`src/design/iop_consts.vh`:
```
// constants for the microcontroller port latch block
`ifndef IOP_CONSTS_VH
`define IOP_CONSTS_VH

// register byte offsets
`define IOP_OFS_INPUT_ONLY 8'h00
`define IOP_OFS_HIGH_CURRENT 8'h04
`define IOP_OFS_SINGLE_BIT 8'h08
`define IOP_OFS_ANALOG 8'h0C
`define IOP_OFS_WATCHDOG 8'h10
`define IOP_OFS_INT_TIMER 8'h14
`define IOP_OFS_SERIAL 8'h18
`define IOP_OFS_HOLD_SENSE 8'h1C
`define IOP_OFS_ANALOG_SEL 8'h20

// register index codes returned by the decoder
`define IOP_IDX_NONE 4'h0
`define IOP_IDX_INPUT_ONLY 4'h1
`define IOP_IDX_HIGH_CURRENT 4'h2
`define IOP_IDX_SINGLE_BIT 4'h3
`define IOP_IDX_ANALOG 4'h4
`define IOP_IDX_WATCHDOG 4'h5
`define IOP_IDX_INT_TIMER 4'h6
`define IOP_IDX_SERIAL 4'h7
`define IOP_IDX_HOLD_SENSE 4'h8
`define IOP_IDX_ANALOG_SEL 4'h9

// reset values
`define IOP_RST_LATCH4 4'hF
`define IOP_RST_ANALOG_SEL 2'h0

// field positions in the synchronised pin vector
`define IOP_SYNC_W 17
`define IOP_POS_INPUT_ONLY 0
`define IOP_POS_SINGLE_BIT 4
`define IOP_POS_ANALOG 5
`define IOP_POS_WATCHDOG 9
`define IOP_POS_INT_TIMER 10
`define IOP_POS_SERIAL 13
`define IOP_POS_HOLD 16

// field positions inside the four-bit port words
`define IOP_BIT_WDOG_PIN 1
`define IOP_BIT_SER_CLK 2
`define IOP_BIT_SER_OUT 1
`define IOP_BIT_SER_IN 0

// axi responses
`define IOP_RESP_OKAY 2'h0
`define IOP_RESP_SLVERR 2'h2

`endif

```
`src/design/iop_port_latches.v`:
```
// port latches, pin drivers and axi4-lite register slave
`include "iop_consts.vh"

// How it works
// - input-only port sampled on read, no latch
// - high-current port latch, read returns latch
// - reset sets all port latches to ones
// - single-bit port reads pin when latch one
// - upper three single-bit latches still stored
// - analog-shared pins need latch one first
// - analog selector resets to channel zero
// - watchdog reaches pin only with latch one
// - watchdog port bits three, two read one
// - watchdog port bit zero latch without pin
// - interrupt/timer pins need latch one first
// - serial pins need latch one first
// - hold sense reads inverted in bit zero
module iop_port_latches (
   input wire aclk,
   input wire aresetn,
   input wire [7:0] s_axi_awaddr,
   input wire [2:0] s_axi_awprot,
   input wire s_axi_awvalid,
   output wire s_axi_awready,
   input wire [31:0] s_axi_wdata,
   input wire [3:0] s_axi_wstrb,
   input wire s_axi_wvalid,
   output wire s_axi_wready,
   output wire [1:0] s_axi_bresp,
   output wire s_axi_bvalid,
   input wire s_axi_bready,
   input wire [7:0] s_axi_araddr,
   input wire [2:0] s_axi_arprot,
   input wire s_axi_arvalid,
   output wire s_axi_arready,
   output wire [31:0] s_axi_rdata,
   output wire [1:0] s_axi_rresp,
   output wire s_axi_rvalid,
   input wire s_axi_rready,
   input wire [3:0] input_only_port_i,
   output wire [3:0] high_current_out_port_o,
   input wire single_bit_out_port_i,
   output wire single_bit_out_port_o,
   output wire single_bit_out_port_oe,
   input wire [3:0] analog_shared_port_i,
   output wire [3:0] analog_shared_port_o,
   output wire [3:0] analog_shared_port_oe,
   input wire watchdog_shared_port_i,
   output wire watchdog_shared_port_o,
   output wire watchdog_shared_port_oe,
   input wire [2:0] interrupt_timer_shared_port_i,
   output wire [2:0] interrupt_timer_shared_port_o,
   output wire [2:0] interrupt_timer_shared_port_oe,
   input wire [2:0] serial_shared_port_i,
   output wire [2:0] serial_shared_port_o,
   output wire [2:0] serial_shared_port_oe,
   input wire hold_sense_input_i,
   input wire watchdog_output,
   input wire serial_clk_out,
   input wire serial_clk_out_en,
   input wire serial_data_out,
   output wire [1:0] analog_channel_sel,
   output wire ext_interrupt_one,
   output wire ext_interrupt_two,
   output wire timer_two_count_input,
   output wire serial_clk_in,
   output wire serial_data_in,
   output wire hold_request_level
);

   // port latches
   reg [3:0] high_current_r;
   reg [3:0] single_bit_r;
   reg [3:0] analog_r;
   reg [3:0] watchdog_r;
   reg [3:0] int_timer_r;
   reg [3:0] serial_r;
   reg [1:0] analog_sel_r;

   // axi state
   reg aw_held_r;
   reg [7:0] aw_addr_r;
   reg w_held_r;
   reg [31:0] w_data_r;
   reg [3:0] w_strb_r;
   reg bvalid_r;
   reg [1:0] bresp_r;
   reg rvalid_r;
   reg [31:0] rdata_r;
   reg [1:0] rresp_r;

   wire [`IOP_SYNC_W-1:0] pin_raw;
   wire [`IOP_SYNC_W-1:0] pin_lvl;
   wire [3:0] lvl_input_only;
   wire lvl_single_bit;
   wire [3:0] lvl_analog;
   wire lvl_watchdog;
   wire [2:0] lvl_int_timer;
   wire [2:0] lvl_serial;
   wire lvl_hold;

   wire aw_fire;
   wire w_fire;
   wire ar_fire;
   wire do_write;
   wire [7:0] wr_addr;
   wire [31:0] wr_data;
   wire [3:0] wr_strb;
   wire [3:0] wr_idx;
   wire [3:0] rd_idx;
   reg [3:0] rd_val;
   wire [3:0] wr_nib;
   wire wr_lane0;

   // shared between read and write paths
   function [3:0] iop_decode;
      input [7:0] addr;
      begin
         case (addr)
            `IOP_OFS_INPUT_ONLY: iop_decode = `IOP_IDX_INPUT_ONLY;
            `IOP_OFS_HIGH_CURRENT: iop_decode = `IOP_IDX_HIGH_CURRENT;
            `IOP_OFS_SINGLE_BIT: iop_decode = `IOP_IDX_SINGLE_BIT;
            `IOP_OFS_ANALOG: iop_decode = `IOP_IDX_ANALOG;
            `IOP_OFS_WATCHDOG: iop_decode = `IOP_IDX_WATCHDOG;
            `IOP_OFS_INT_TIMER: iop_decode = `IOP_IDX_INT_TIMER;
            `IOP_OFS_SERIAL: iop_decode = `IOP_IDX_SERIAL;
            `IOP_OFS_HOLD_SENSE: iop_decode = `IOP_IDX_HOLD_SENSE;
            `IOP_OFS_ANALOG_SEL: iop_decode = `IOP_IDX_ANALOG_SEL;
            default: iop_decode = `IOP_IDX_NONE;
         endcase
      end
   endfunction

   // open-drain style pin: low when either source asks for zero
   function iop_pull_low;
      input latch_bit;
      input periph_bit;
      begin
         iop_pull_low = ~(latch_bit & periph_bit);
      end
   endfunction

   assign pin_raw = {hold_sense_input_i, serial_shared_port_i,
                     interrupt_timer_shared_port_i, watchdog_shared_port_i,
                     analog_shared_port_i, single_bit_out_port_i,
                     input_only_port_i};

   // idle pins float high on the board, so start as ones
   iop_pin_sync #(
      .WIDTH(`IOP_SYNC_W),
      .INIT({`IOP_SYNC_W{1'b1}})
   ) u_sync (
      .aclk(aclk),
      .aresetn(aresetn),
      .pin_in(pin_raw),
      .level(pin_lvl)
   );

   assign lvl_input_only = pin_lvl[`IOP_POS_INPUT_ONLY +: 4];
   assign lvl_single_bit = pin_lvl[`IOP_POS_SINGLE_BIT];
   assign lvl_analog = pin_lvl[`IOP_POS_ANALOG +: 4];
   assign lvl_watchdog = pin_lvl[`IOP_POS_WATCHDOG];
   assign lvl_int_timer = pin_lvl[`IOP_POS_INT_TIMER +: 3];
   assign lvl_serial = pin_lvl[`IOP_POS_SERIAL +: 3];
   assign lvl_hold = pin_lvl[`IOP_POS_HOLD];

   // ---- axi4-lite write channel ----
   assign s_axi_awready = ~aw_held_r & ~bvalid_r;
   assign s_axi_wready = ~w_held_r & ~bvalid_r;
   assign aw_fire = s_axi_awvalid & s_axi_awready;
   assign w_fire = s_axi_wvalid & s_axi_wready;
   assign do_write = (aw_held_r | aw_fire) & (w_held_r | w_fire) & ~bvalid_r;
   assign wr_addr = aw_held_r ? aw_addr_r : s_axi_awaddr;
   assign wr_data = w_held_r ? w_data_r : s_axi_wdata;
   assign wr_strb = w_held_r ? w_strb_r : s_axi_wstrb;
   assign wr_idx = iop_decode(wr_addr);
   assign wr_nib = wr_data[3:0];
   // port data sits in byte lane zero only
   assign wr_lane0 = do_write & wr_strb[0];

   always @(posedge aclk) begin
      if (!aresetn) begin
         aw_held_r <= 1'b0;
         aw_addr_r <= 8'h00;
         w_held_r <= 1'b0;
         w_data_r <= 32'h00000000;
         w_strb_r <= 4'h0;
         bvalid_r <= 1'b0;
         bresp_r <= `IOP_RESP_OKAY;
      end else begin
         if (do_write) begin
            aw_held_r <= 1'b0;
            w_held_r <= 1'b0;
            bvalid_r <= 1'b1;
            if (wr_idx == `IOP_IDX_NONE) begin
               bresp_r <= `IOP_RESP_SLVERR;
            end else begin
               bresp_r <= `IOP_RESP_OKAY;
            end
         end else begin
            if (aw_fire) begin
               aw_held_r <= 1'b1;
               aw_addr_r <= s_axi_awaddr;
            end
            if (w_fire) begin
               w_held_r <= 1'b1;
               w_data_r <= s_axi_wdata;
               w_strb_r <= s_axi_wstrb;
            end
            if (bvalid_r && s_axi_bready) begin
               bvalid_r <= 1'b0;
            end
         end
      end
   end

   assign s_axi_bvalid = bvalid_r;
   assign s_axi_bresp = bresp_r;

   // ---- port latches ----
   always @(posedge aclk) begin
      if (!aresetn) begin
         high_current_r <= `IOP_RST_LATCH4;
         single_bit_r <= `IOP_RST_LATCH4;
         analog_r <= `IOP_RST_LATCH4;
         watchdog_r <= `IOP_RST_LATCH4;
         int_timer_r <= `IOP_RST_LATCH4;
         serial_r <= `IOP_RST_LATCH4;
         analog_sel_r <= `IOP_RST_ANALOG_SEL;
      end else if (wr_lane0) begin
         case (wr_idx)
            `IOP_IDX_HIGH_CURRENT: high_current_r <= wr_nib;
            `IOP_IDX_SINGLE_BIT: single_bit_r <= wr_nib;
            `IOP_IDX_ANALOG: analog_r <= wr_nib;
            `IOP_IDX_WATCHDOG: watchdog_r <= wr_nib;
            `IOP_IDX_INT_TIMER: int_timer_r <= wr_nib;
            `IOP_IDX_SERIAL: serial_r <= wr_nib;
            `IOP_IDX_ANALOG_SEL: analog_sel_r <= wr_nib[1:0];
            default: analog_sel_r <= analog_sel_r;
         endcase
      end
   end

   // ---- read values ----
   assign rd_idx = iop_decode(s_axi_araddr);

   always @* begin
      case (rd_idx)
         `IOP_IDX_INPUT_ONLY: rd_val = lvl_input_only;
         `IOP_IDX_HIGH_CURRENT: rd_val = high_current_r;
         `IOP_IDX_SINGLE_BIT: rd_val = {single_bit_r[3:1], lvl_single_bit};
         `IOP_IDX_ANALOG: rd_val = lvl_analog;
         `IOP_IDX_WATCHDOG: rd_val = {2'b11, lvl_watchdog, watchdog_r[0]};
         // pin-less bit three reads its latch
         `IOP_IDX_INT_TIMER: rd_val = {int_timer_r[3], lvl_int_timer};
         `IOP_IDX_SERIAL: rd_val = {1'b0, lvl_serial};
         `IOP_IDX_HOLD_SENSE: rd_val = {3'b000, ~lvl_hold};
         `IOP_IDX_ANALOG_SEL: rd_val = {2'b00, analog_sel_r};
         default: rd_val = 4'h0;
      endcase
   end

   // ---- axi4-lite read channel ----
   assign s_axi_arready = ~rvalid_r;
   assign ar_fire = s_axi_arvalid & s_axi_arready;

   always @(posedge aclk) begin
      if (!aresetn) begin
         rvalid_r <= 1'b0;
         rdata_r <= 32'h00000000;
         rresp_r <= `IOP_RESP_OKAY;
      end else if (ar_fire) begin
         rvalid_r <= 1'b1;
         rdata_r <= {28'h0000000, rd_val};
         if (rd_idx == `IOP_IDX_NONE) begin
            rresp_r <= `IOP_RESP_SLVERR;
         end else begin
            rresp_r <= `IOP_RESP_OKAY;
         end
      end else if (rvalid_r && s_axi_rready) begin
         rvalid_r <= 1'b0;
      end
   end

   assign s_axi_rvalid = rvalid_r;
   assign s_axi_rdata = rdata_r;
   assign s_axi_rresp = rresp_r;

   // ---- pin drivers ----
   assign high_current_out_port_o = high_current_r;

   // open-drain pins only ever drive low
   assign single_bit_out_port_o = 1'b0;
   assign single_bit_out_port_oe = ~single_bit_r[0];

   assign analog_shared_port_o = 4'h0;
   assign analog_shared_port_oe = ~analog_r;

   assign watchdog_shared_port_o = 1'b0;
   assign watchdog_shared_port_oe =
      iop_pull_low(watchdog_r[`IOP_BIT_WDOG_PIN], watchdog_output);

   assign interrupt_timer_shared_port_o = 3'h0;
   assign interrupt_timer_shared_port_oe = ~int_timer_r[2:0];

   assign serial_shared_port_o = 3'h0;
   // clock and data out combined with latch
   assign serial_shared_port_oe[`IOP_BIT_SER_CLK] =
      iop_pull_low(serial_r[`IOP_BIT_SER_CLK], serial_clk_out | ~serial_clk_out_en);
   assign serial_shared_port_oe[`IOP_BIT_SER_OUT] =
      iop_pull_low(serial_r[`IOP_BIT_SER_OUT], serial_data_out);
   assign serial_shared_port_oe[`IOP_BIT_SER_IN] = ~serial_r[`IOP_BIT_SER_IN];

   // ---- levels handed to peripherals ----
   // no conversion guard here, software keeps off ports meanwhile
   assign analog_channel_sel = analog_sel_r;
   assign ext_interrupt_one = lvl_int_timer[2];
   assign timer_two_count_input = lvl_int_timer[1];
   assign ext_interrupt_two = lvl_int_timer[0];
   assign serial_clk_in = lvl_serial[`IOP_BIT_SER_CLK];
   assign serial_data_in = lvl_serial[`IOP_BIT_SER_IN];
   assign hold_request_level = lvl_hold;

endmodule

```
`src/design/iop_pin_sync.v`:
```
// three-stage pin synchroniser with agreement filter
module iop_pin_sync #(
   parameter WIDTH = 17,
   parameter [WIDTH-1:0] INIT = {WIDTH{1'b1}}
) (
   input wire aclk,
   input wire aresetn,
   input wire [WIDTH-1:0] pin_in,
   output wire [WIDTH-1:0] level
);

   reg [WIDTH-1:0] st1_r;
   reg [WIDTH-1:0] st2_r;
   reg [WIDTH-1:0] st3_r;
   reg [WIDTH-1:0] level_r;
   reg [WIDTH-1:0] level_nxt;
   integer i;

   // a bit only moves once stages two and three agree
   always @* begin
      level_nxt = level_r;
      for (i = 0; i < WIDTH; i = i + 1) begin
         if (st2_r[i] == st3_r[i]) begin
            level_nxt[i] = st3_r[i];
         end
      end
   end

   always @(posedge aclk) begin
      if (!aresetn) begin
         st1_r <= INIT;
         st2_r <= INIT;
         st3_r <= INIT;
         level_r <= INIT;
      end else begin
         st1_r <= pin_in;
         st2_r <= st1_r;
         st3_r <= st2_r;
         level_r <= level_nxt;
      end
   end

   assign level = level_r;

endmodule

```
`config.mk`:
```
export PLATFORM = sky130hd
export DESIGN_NAME = iop_port_latches
export DESIGN_NICKNAME = d
export VERILOG_FILES = /design/src/design/iop_port_latches.v /design/src/design/iop_pin_sync.v
export VERILOG_INCLUDE_DIRS = /design/src /design/src/design
export SDC_FILE = /design/constraint.sdc
export NUM_CORES = 1
export LEC_CHECK = 0
export BUFFER_PORTS_ARGS = -buffer_cell sky130_fd_sc_hd__buf_2
export CAP_MARGIN = 0
export CORE_MARGIN = 4
export CORE_UTILIZATION = 25
export DETAILED_ROUTE_END_ITERATION = 7
export PLACE_DENSITY_LB_ADDON = 0.08
export SETUP_SLACK_MARGIN = 0.3
export SLEW_MARGIN = 5
export SYNTH_ARGS = -nofsm -noshare
export SYNTH_HDL_FRONTEND = slang
export SYNTH_SLANG_ARGS = --single-unit
```
`constraint.sdc`:
```
create_clock -name aclk -period 2.24 [get_ports aclk]
set_input_delay 0.448 -clock aclk [delete_from_list [all_inputs] [get_ports aclk]]
set_output_delay 0.448 -clock aclk [all_outputs]
set_load 0.005 [all_outputs]
```
# After elaboration in Yosys (flattened, before gate mapping)
# Index checks and enable logic that the tools add are counted.
# totals
output_inout_bits	77
regBits	116
in_bits	86
wordCells	145
# op_classes
mux	12
bitwise	29
eq_ne	49
n_reduce_logical	18
# op_table
op	count
$pmux W4 S9	3
$eq A8 B5 Y1 const B	8
$eq A4 B3 Y1 const B	8
$eq A8 B4 Y1 const B	4
$reduce_and A2 Y1	9
$eq A1 B1 Y1	17
$eq A4 B2 Y1 const B	4
$eq A8 B3 Y1 const B	2
$eq A8 B6 Y1 const B	2
$logic_not A8 Y1	2
$not A1 Y1	13
$eq A4 B4 Y1 const B	3
$and A1 B1 Y1	11
$logic_not A4 Y1	2
$mux W8	1
$mux W1	5
$eq A4 B1 Y1 const B	1
$mux W2	2
$mux W4	1
$not A4 Y4	1
$reduce_bool A2 Y1	2
$not A3 Y3	1
$or A1 B1 Y1	3
$logic_and A1 B1 Y1	2
$reduce_or A2 Y1	1

# Logic depth before layout (Yosys ltp)
# logic_depth
word_depth	8
ltp_mapped	9
depth_no_buf	6

# Cells and area by module
# From an unflattened synthesis, not the netlist that was laid out.
# unflattened
hier_cells	490
area_unflattened_um2	4855.9
# by_module_without_submodules
module	instances	seq_area_each_um2	area_each_um2	cells_per_inst
iop_port_latches	1	920.9	2846.5	313
iop_pin_sync	1	1361.3	2009.4	177

# Worst setup path after synthesis
# OpenSTA, ideal clock, no wires.
# synth_path
path_type	register to register
startpoint	reg aw_held_r
endpoint	reg analog_sel_r[0], in the netlist analog_channel_sel[0]
period_less_slack_ps	2042
t_required_ps	2180
stages_incl_launch_ff	8
arrival_ps	1983
setup_ps	60
path_buffers	1
path_slack_ps	198
cell_sequence	dfxtp_1 > buf_6 > mux2_2 > or4_4 > a21oi_4 > and4_4 > mux2i_1 > and2_1
# synth_between
elab_chain_len	8
word_cells_on_any_way	20
classes_between	eq/ne: 9; mux: 2; bitwise: 7; reduce/logical: 2
# synth_rtl
element	line_no	rtl
start: declaration	iop_port_latches.v:81	reg aw_held_r;
start signal: assignment	iop_port_latches.v:183	aw_held_r <= 1'b0;
start signal: assignment	iop_port_latches.v:192	aw_held_r <= 1'b0;
start signal: assignment	iop_port_latches.v:202	aw_held_r <= 1'b1;
branches (longest 7 deep; another with $pmux W4 S9)	n/a	
$reduce_and A2 Y1 (no line) *	n/a	
end signal: assignment	iop_port_latches.v:229	analog_sel_r <= `IOP_RST_ANALOG_SEL;
end signal: assignment	iop_port_latches.v:238	`IOP_IDX_ANALOG_SEL: analog_sel_r <= wr_nib[1:0];
end signal: assignment	iop_port_latches.v:239	default: analog_sel_r <= analog_sel_r;
end: declaration	iop_port_latches.v:78	reg [1:0] analog_sel_r;
# Mark *: on every way between the ends.
# A chain may end at the register's enable or synchronous reset.

# Worst setup path in the final report
# layout_path
startpoint	reg aw_held_r
endpoint	reg analog_r[2]
# layout_between
elab_chain_len	8
word_cells_on_any_way	20
classes_between	eq/ne: 9; mux: 2; bitwise: 7; reduce/logical: 2
# layout_rtl
element	line_no	rtl
branches (longest 7 deep; another with $pmux W4 S9)	n/a	
$reduce_and A2 Y1 (no line) *	n/a	
end signal: assignment	iop_port_latches.v:225	analog_r <= `IOP_RST_LATCH4;
end signal: assignment	iop_port_latches.v:234	`IOP_IDX_ANALOG: analog_r <= wr_nib;
end: declaration	iop_port_latches.v:74	reg [3:0] analog_r;
# Marks and branches as above.

==> metrics <==
Worst R2R End analog_r[2]$_SDFFE_PN1P_; outcome finished, final reports clean; FF/Latch Area 2290 um2; via count 3579; Arr. time, crit path roughly 2.4 ns; die width 144 um; mean area per synthesized cell 9.32 um2; area occupied by multi-input gates 2240 um2; maxcap violations 0; fraction of registers with async set/reset 0; Final min period roughly 2.1 ns; dpl hpwl just over 8000 um; CTS Buf Count 17; startpoint types register; fin nets 695; Routed Antenna Nets 0; 1st-pass router iterations 4; top cells by area, synth dfxtp_1, mux2i_1, nand2b_1, buf_4, nor2_1; CTS tree done; FF+latch count, synth 114; CP Data Required Time around 2.6 ns; Total GRT Usage 0.111; leading area contributor after synthesis dfxtp_1; slowest stage delay, CP 0.40 ns; Reg clk slew, reported paths roughly 0.060 ns; Crit. path cell count 11; area of the core 18100 um2; IO buf count 83; vias in the first global route 3454; Tcrit/Tclk final 0.941; crit path to analog_r[2]$_SDFFE_PN1P_; RR Startpoint aw_held_r$_SDFFE_PP0P_; WP buf/inv 5; largest net degree at the start of global routing 47; post-synthesis sequential area ratio 0.491; CP max-delay cell nor4b_4; CP top delay family buffers and inverters; initial antenna violation count 0; area of the mapped netlist about 4600 um2; Primary FF master, synth dfxtp_1; PD cells 856 nW/um2; WS Path Type register to register; FF-to-FF path depth 11; share of post-route cells with drive strength above 1 0.296; Placed Area 5270 um2; YS warnings 0; Worst setup EP type register; starting density of the core 0.256; number of failing hold endpoints at the final stage 0; Fin Clk Skew between 0.01 and 0.015 ns; WHS 0.211 ns; RSZ-0062 raised after global routing yes; DRT iter0 DRCs approximately 140; H-tree Lvls 4; fill count 1873; Layout area overhead 32.9%; CP cell instances buf_6 > nor3b_4 > buf_4 > o22ai_4 > buf_4 > a21oi_4 > buf_6 > nor4b_4 > buf_6 > nor3_2 > a21oi_1; Hold Path Class input pin to register; non-filler cells, final 851; Slew Viols, Final 0; R2R setup slack 0.13 ns; crit path from aw_held_r$_SDFFE_PP0P_; crit-path max FO 7; Synth cell types 49; Crit path top cell by count buf_6; Post-Syn Instances 499; Die Ht 144 um; post-DR wirelength/cell 13.5 um; Post-synth EDFFs 0; I/O pins 163; Worst-Skew Late Latency ~0.41 ns; WHS Path Cells 2; Ant. Diodes 0; Synth top area share 0.491; gp weighted congestion 0.738; die area 20800 um2; fin area 6180 um2; row count 49; Leak Pwr 2.69 nW; final WL 11500 um; grt ovf 0; Placed Instances approximately 800; via/cell ratio between 4 and 5; first-pass GRT wire length 17700 um; FMAX roughly 470 MHz; TritonCTS Sinks 114; VDD IR max just over 0.0005 V; # setup viols final 0; DRC 0; setup TNS 0 ns; Root Buffer clkbuf_16; clock buffer depth 2; PnR Total Power ~0.0053 W
power breakdown:
| group | total [W] | internal [W] | switching, W |
|---|---|---|---|
| registers | 0.00213 | 0.00209 | 0.0000395 |
| clock network | 0.00271 | 0.00171 | 0.000997 |
| logic | 0.000446 | 0.000207 | 0.000239 |
worst reg2reg max path: stages, from the launching register on:
cell	delay, ns
dfxtp_4	0.38
buf_6	0.14
nor3b_4	0.15
buf_4	0.14
o22ai_4	0.18
buf_4	0.15
a21oi_4	0.04
buf_6	0.12
nor4b_4	0.40
buf_6	0.20
nor3_2	0.04
a21oi_1	0.11
final cells by class:
type,count,share of cell area
clock buffer,19,0.0733
clock inverter,13,0.0241
inverter,15,0.00912
multi-input combinational,345,0.363
sequential,114,0.370
tap,229,0.0464
timing repair buffer,116,0.114
layout by cell type, fill, tap and decap left out, types with 8 or more instances in the layout:
| master | synthesis | final |
|---|---|---|
| clkbuf_16 | 0 | 17 |
| conb_1 | 1 | 42 |
| buf_6 | 1 | 8 |
| o21ai_0 | 25 | 25 |
| nand2b_1 | 52 | 52 |
| inv_1 | 15 | 15 |
| buf_4 | 43 | 24 |
| dfxtp_1 | 114 | 113 |
| buf_2 | 2 | 83 |
| nand2_1 | 18 | 18 |
| a21oi_1 | 36 | 31 |
| nor2_1 | 52 | 52 |
| mux2i_1 | 37 | 36 |
cells in the mapped netlist (2+ instances only):
library cell	number
nand3b_1	3
buf_4	43
and3_1	2
or3_1	2
buf_1	3
nand4_1	3
nor3b_1	4
nor3_1	15
mux2i_1	37
and2_1	4
a21boi_0	2
nor2b_1	7
o22ai_1	2
a21oi_1	36
nor4_1	3
nor3_2	2
nor2_1	52
buf_2	2
o21ai_0	25
clkbuf_1	17
a211oi_1	2
nand2b_1	52
dfxtp_1	114
nand3_1	7
mux2_4	2
mux2_2	2
nand2_1	18
a32oi_1	3
inv_1	15
how the worst min path moves through the flow:
stage | from | to | slack [ns]
finish | serial_shared_port_i[0] | u_sync.st1_r[13]$_SDFF_PN1_ | 0.21
CTS | serial_shared_port_i[0] | u_sync.st1_r[13]$_SDFF_PN1_ | 0.19
floorplan | u_sync.st1_r[0]$_SDFF_PN1_ | u_sync.st2_r[0]$_SDFF_PN1_ | 0.39
detailed placement | u_sync.st1_r[7]$_SDFF_PN1_ | u_sync.st2_r[7]$_SDFF_PN1_ | 0.39
global route | interrupt_timer_shared_port_i[1] | u_sync.st1_r[11]$_SDFF_PN1_ | 0.20
global placement | u_sync.st1_r[12]$_SDFF_PN1_ | u_sync.st2_r[12]$_SDFF_PN1_ | 0.39
flip-flops by register name (all words and copies together) (netlist names), 8 cells and up:
| name | cells |
|---|---|
| u_sync.st2_r | 17 |
| u_sync.st3_r | 17 |
| u_sync.st1_r | 17 |
| u_sync.level | 17 |
| aw_addr_r | 8 |
metrics by stage:
stage | setup slack (ns) | util
after global placement | -0.0253 | 0.291
after floorplan | 0.202 | -
final | 0.133 | 0.340
after detailed placement | -0.0686 | 0.291
after CTS | 0.101 | 0.332
after global routing | 0.0270 | 0.340
routing by layer:
| metal | part of all wire | vias up | global-route usage | wire length (um) |
|---|---|---|---|---|
| li1 | - | 1829 | - | - |
| met1 | 0.44 | 1649 | 0.134 | 5100 |
| met2 | 0.49 | 91 | 0.182 | 5610 |
| met3 | 0.055 | 10 | 0.0397 | 630 |
| met4 | 0.015 | 0 | 0.0427 | 174 |
| met5 | 0 | - | 0 | 0 |
timing repair:
| action | 4_1_cts | 5_1_grt |
|---|---|---|
| setup buffers | 5 | 6 |
| hold buffers | 0 | 0 |
| pin swaps | 9 | 10 |
| setup endpoints to repair | 20 | 20 |
| gates resized for setup | 25 | 18 |
kinds of logic after synthesis:
logic type / Yosys count / synth area share
AOI/OAI and AO/OA: 80 / 0.0999
buffers and inverters: 81 / 0.102
and+or+nand+nor: 182 / 0.215
other: 1 / 0.000807
muxes: 41 / 0.0910
DFF: 114 / 0.491
Power figures use the tool's default switching activity.
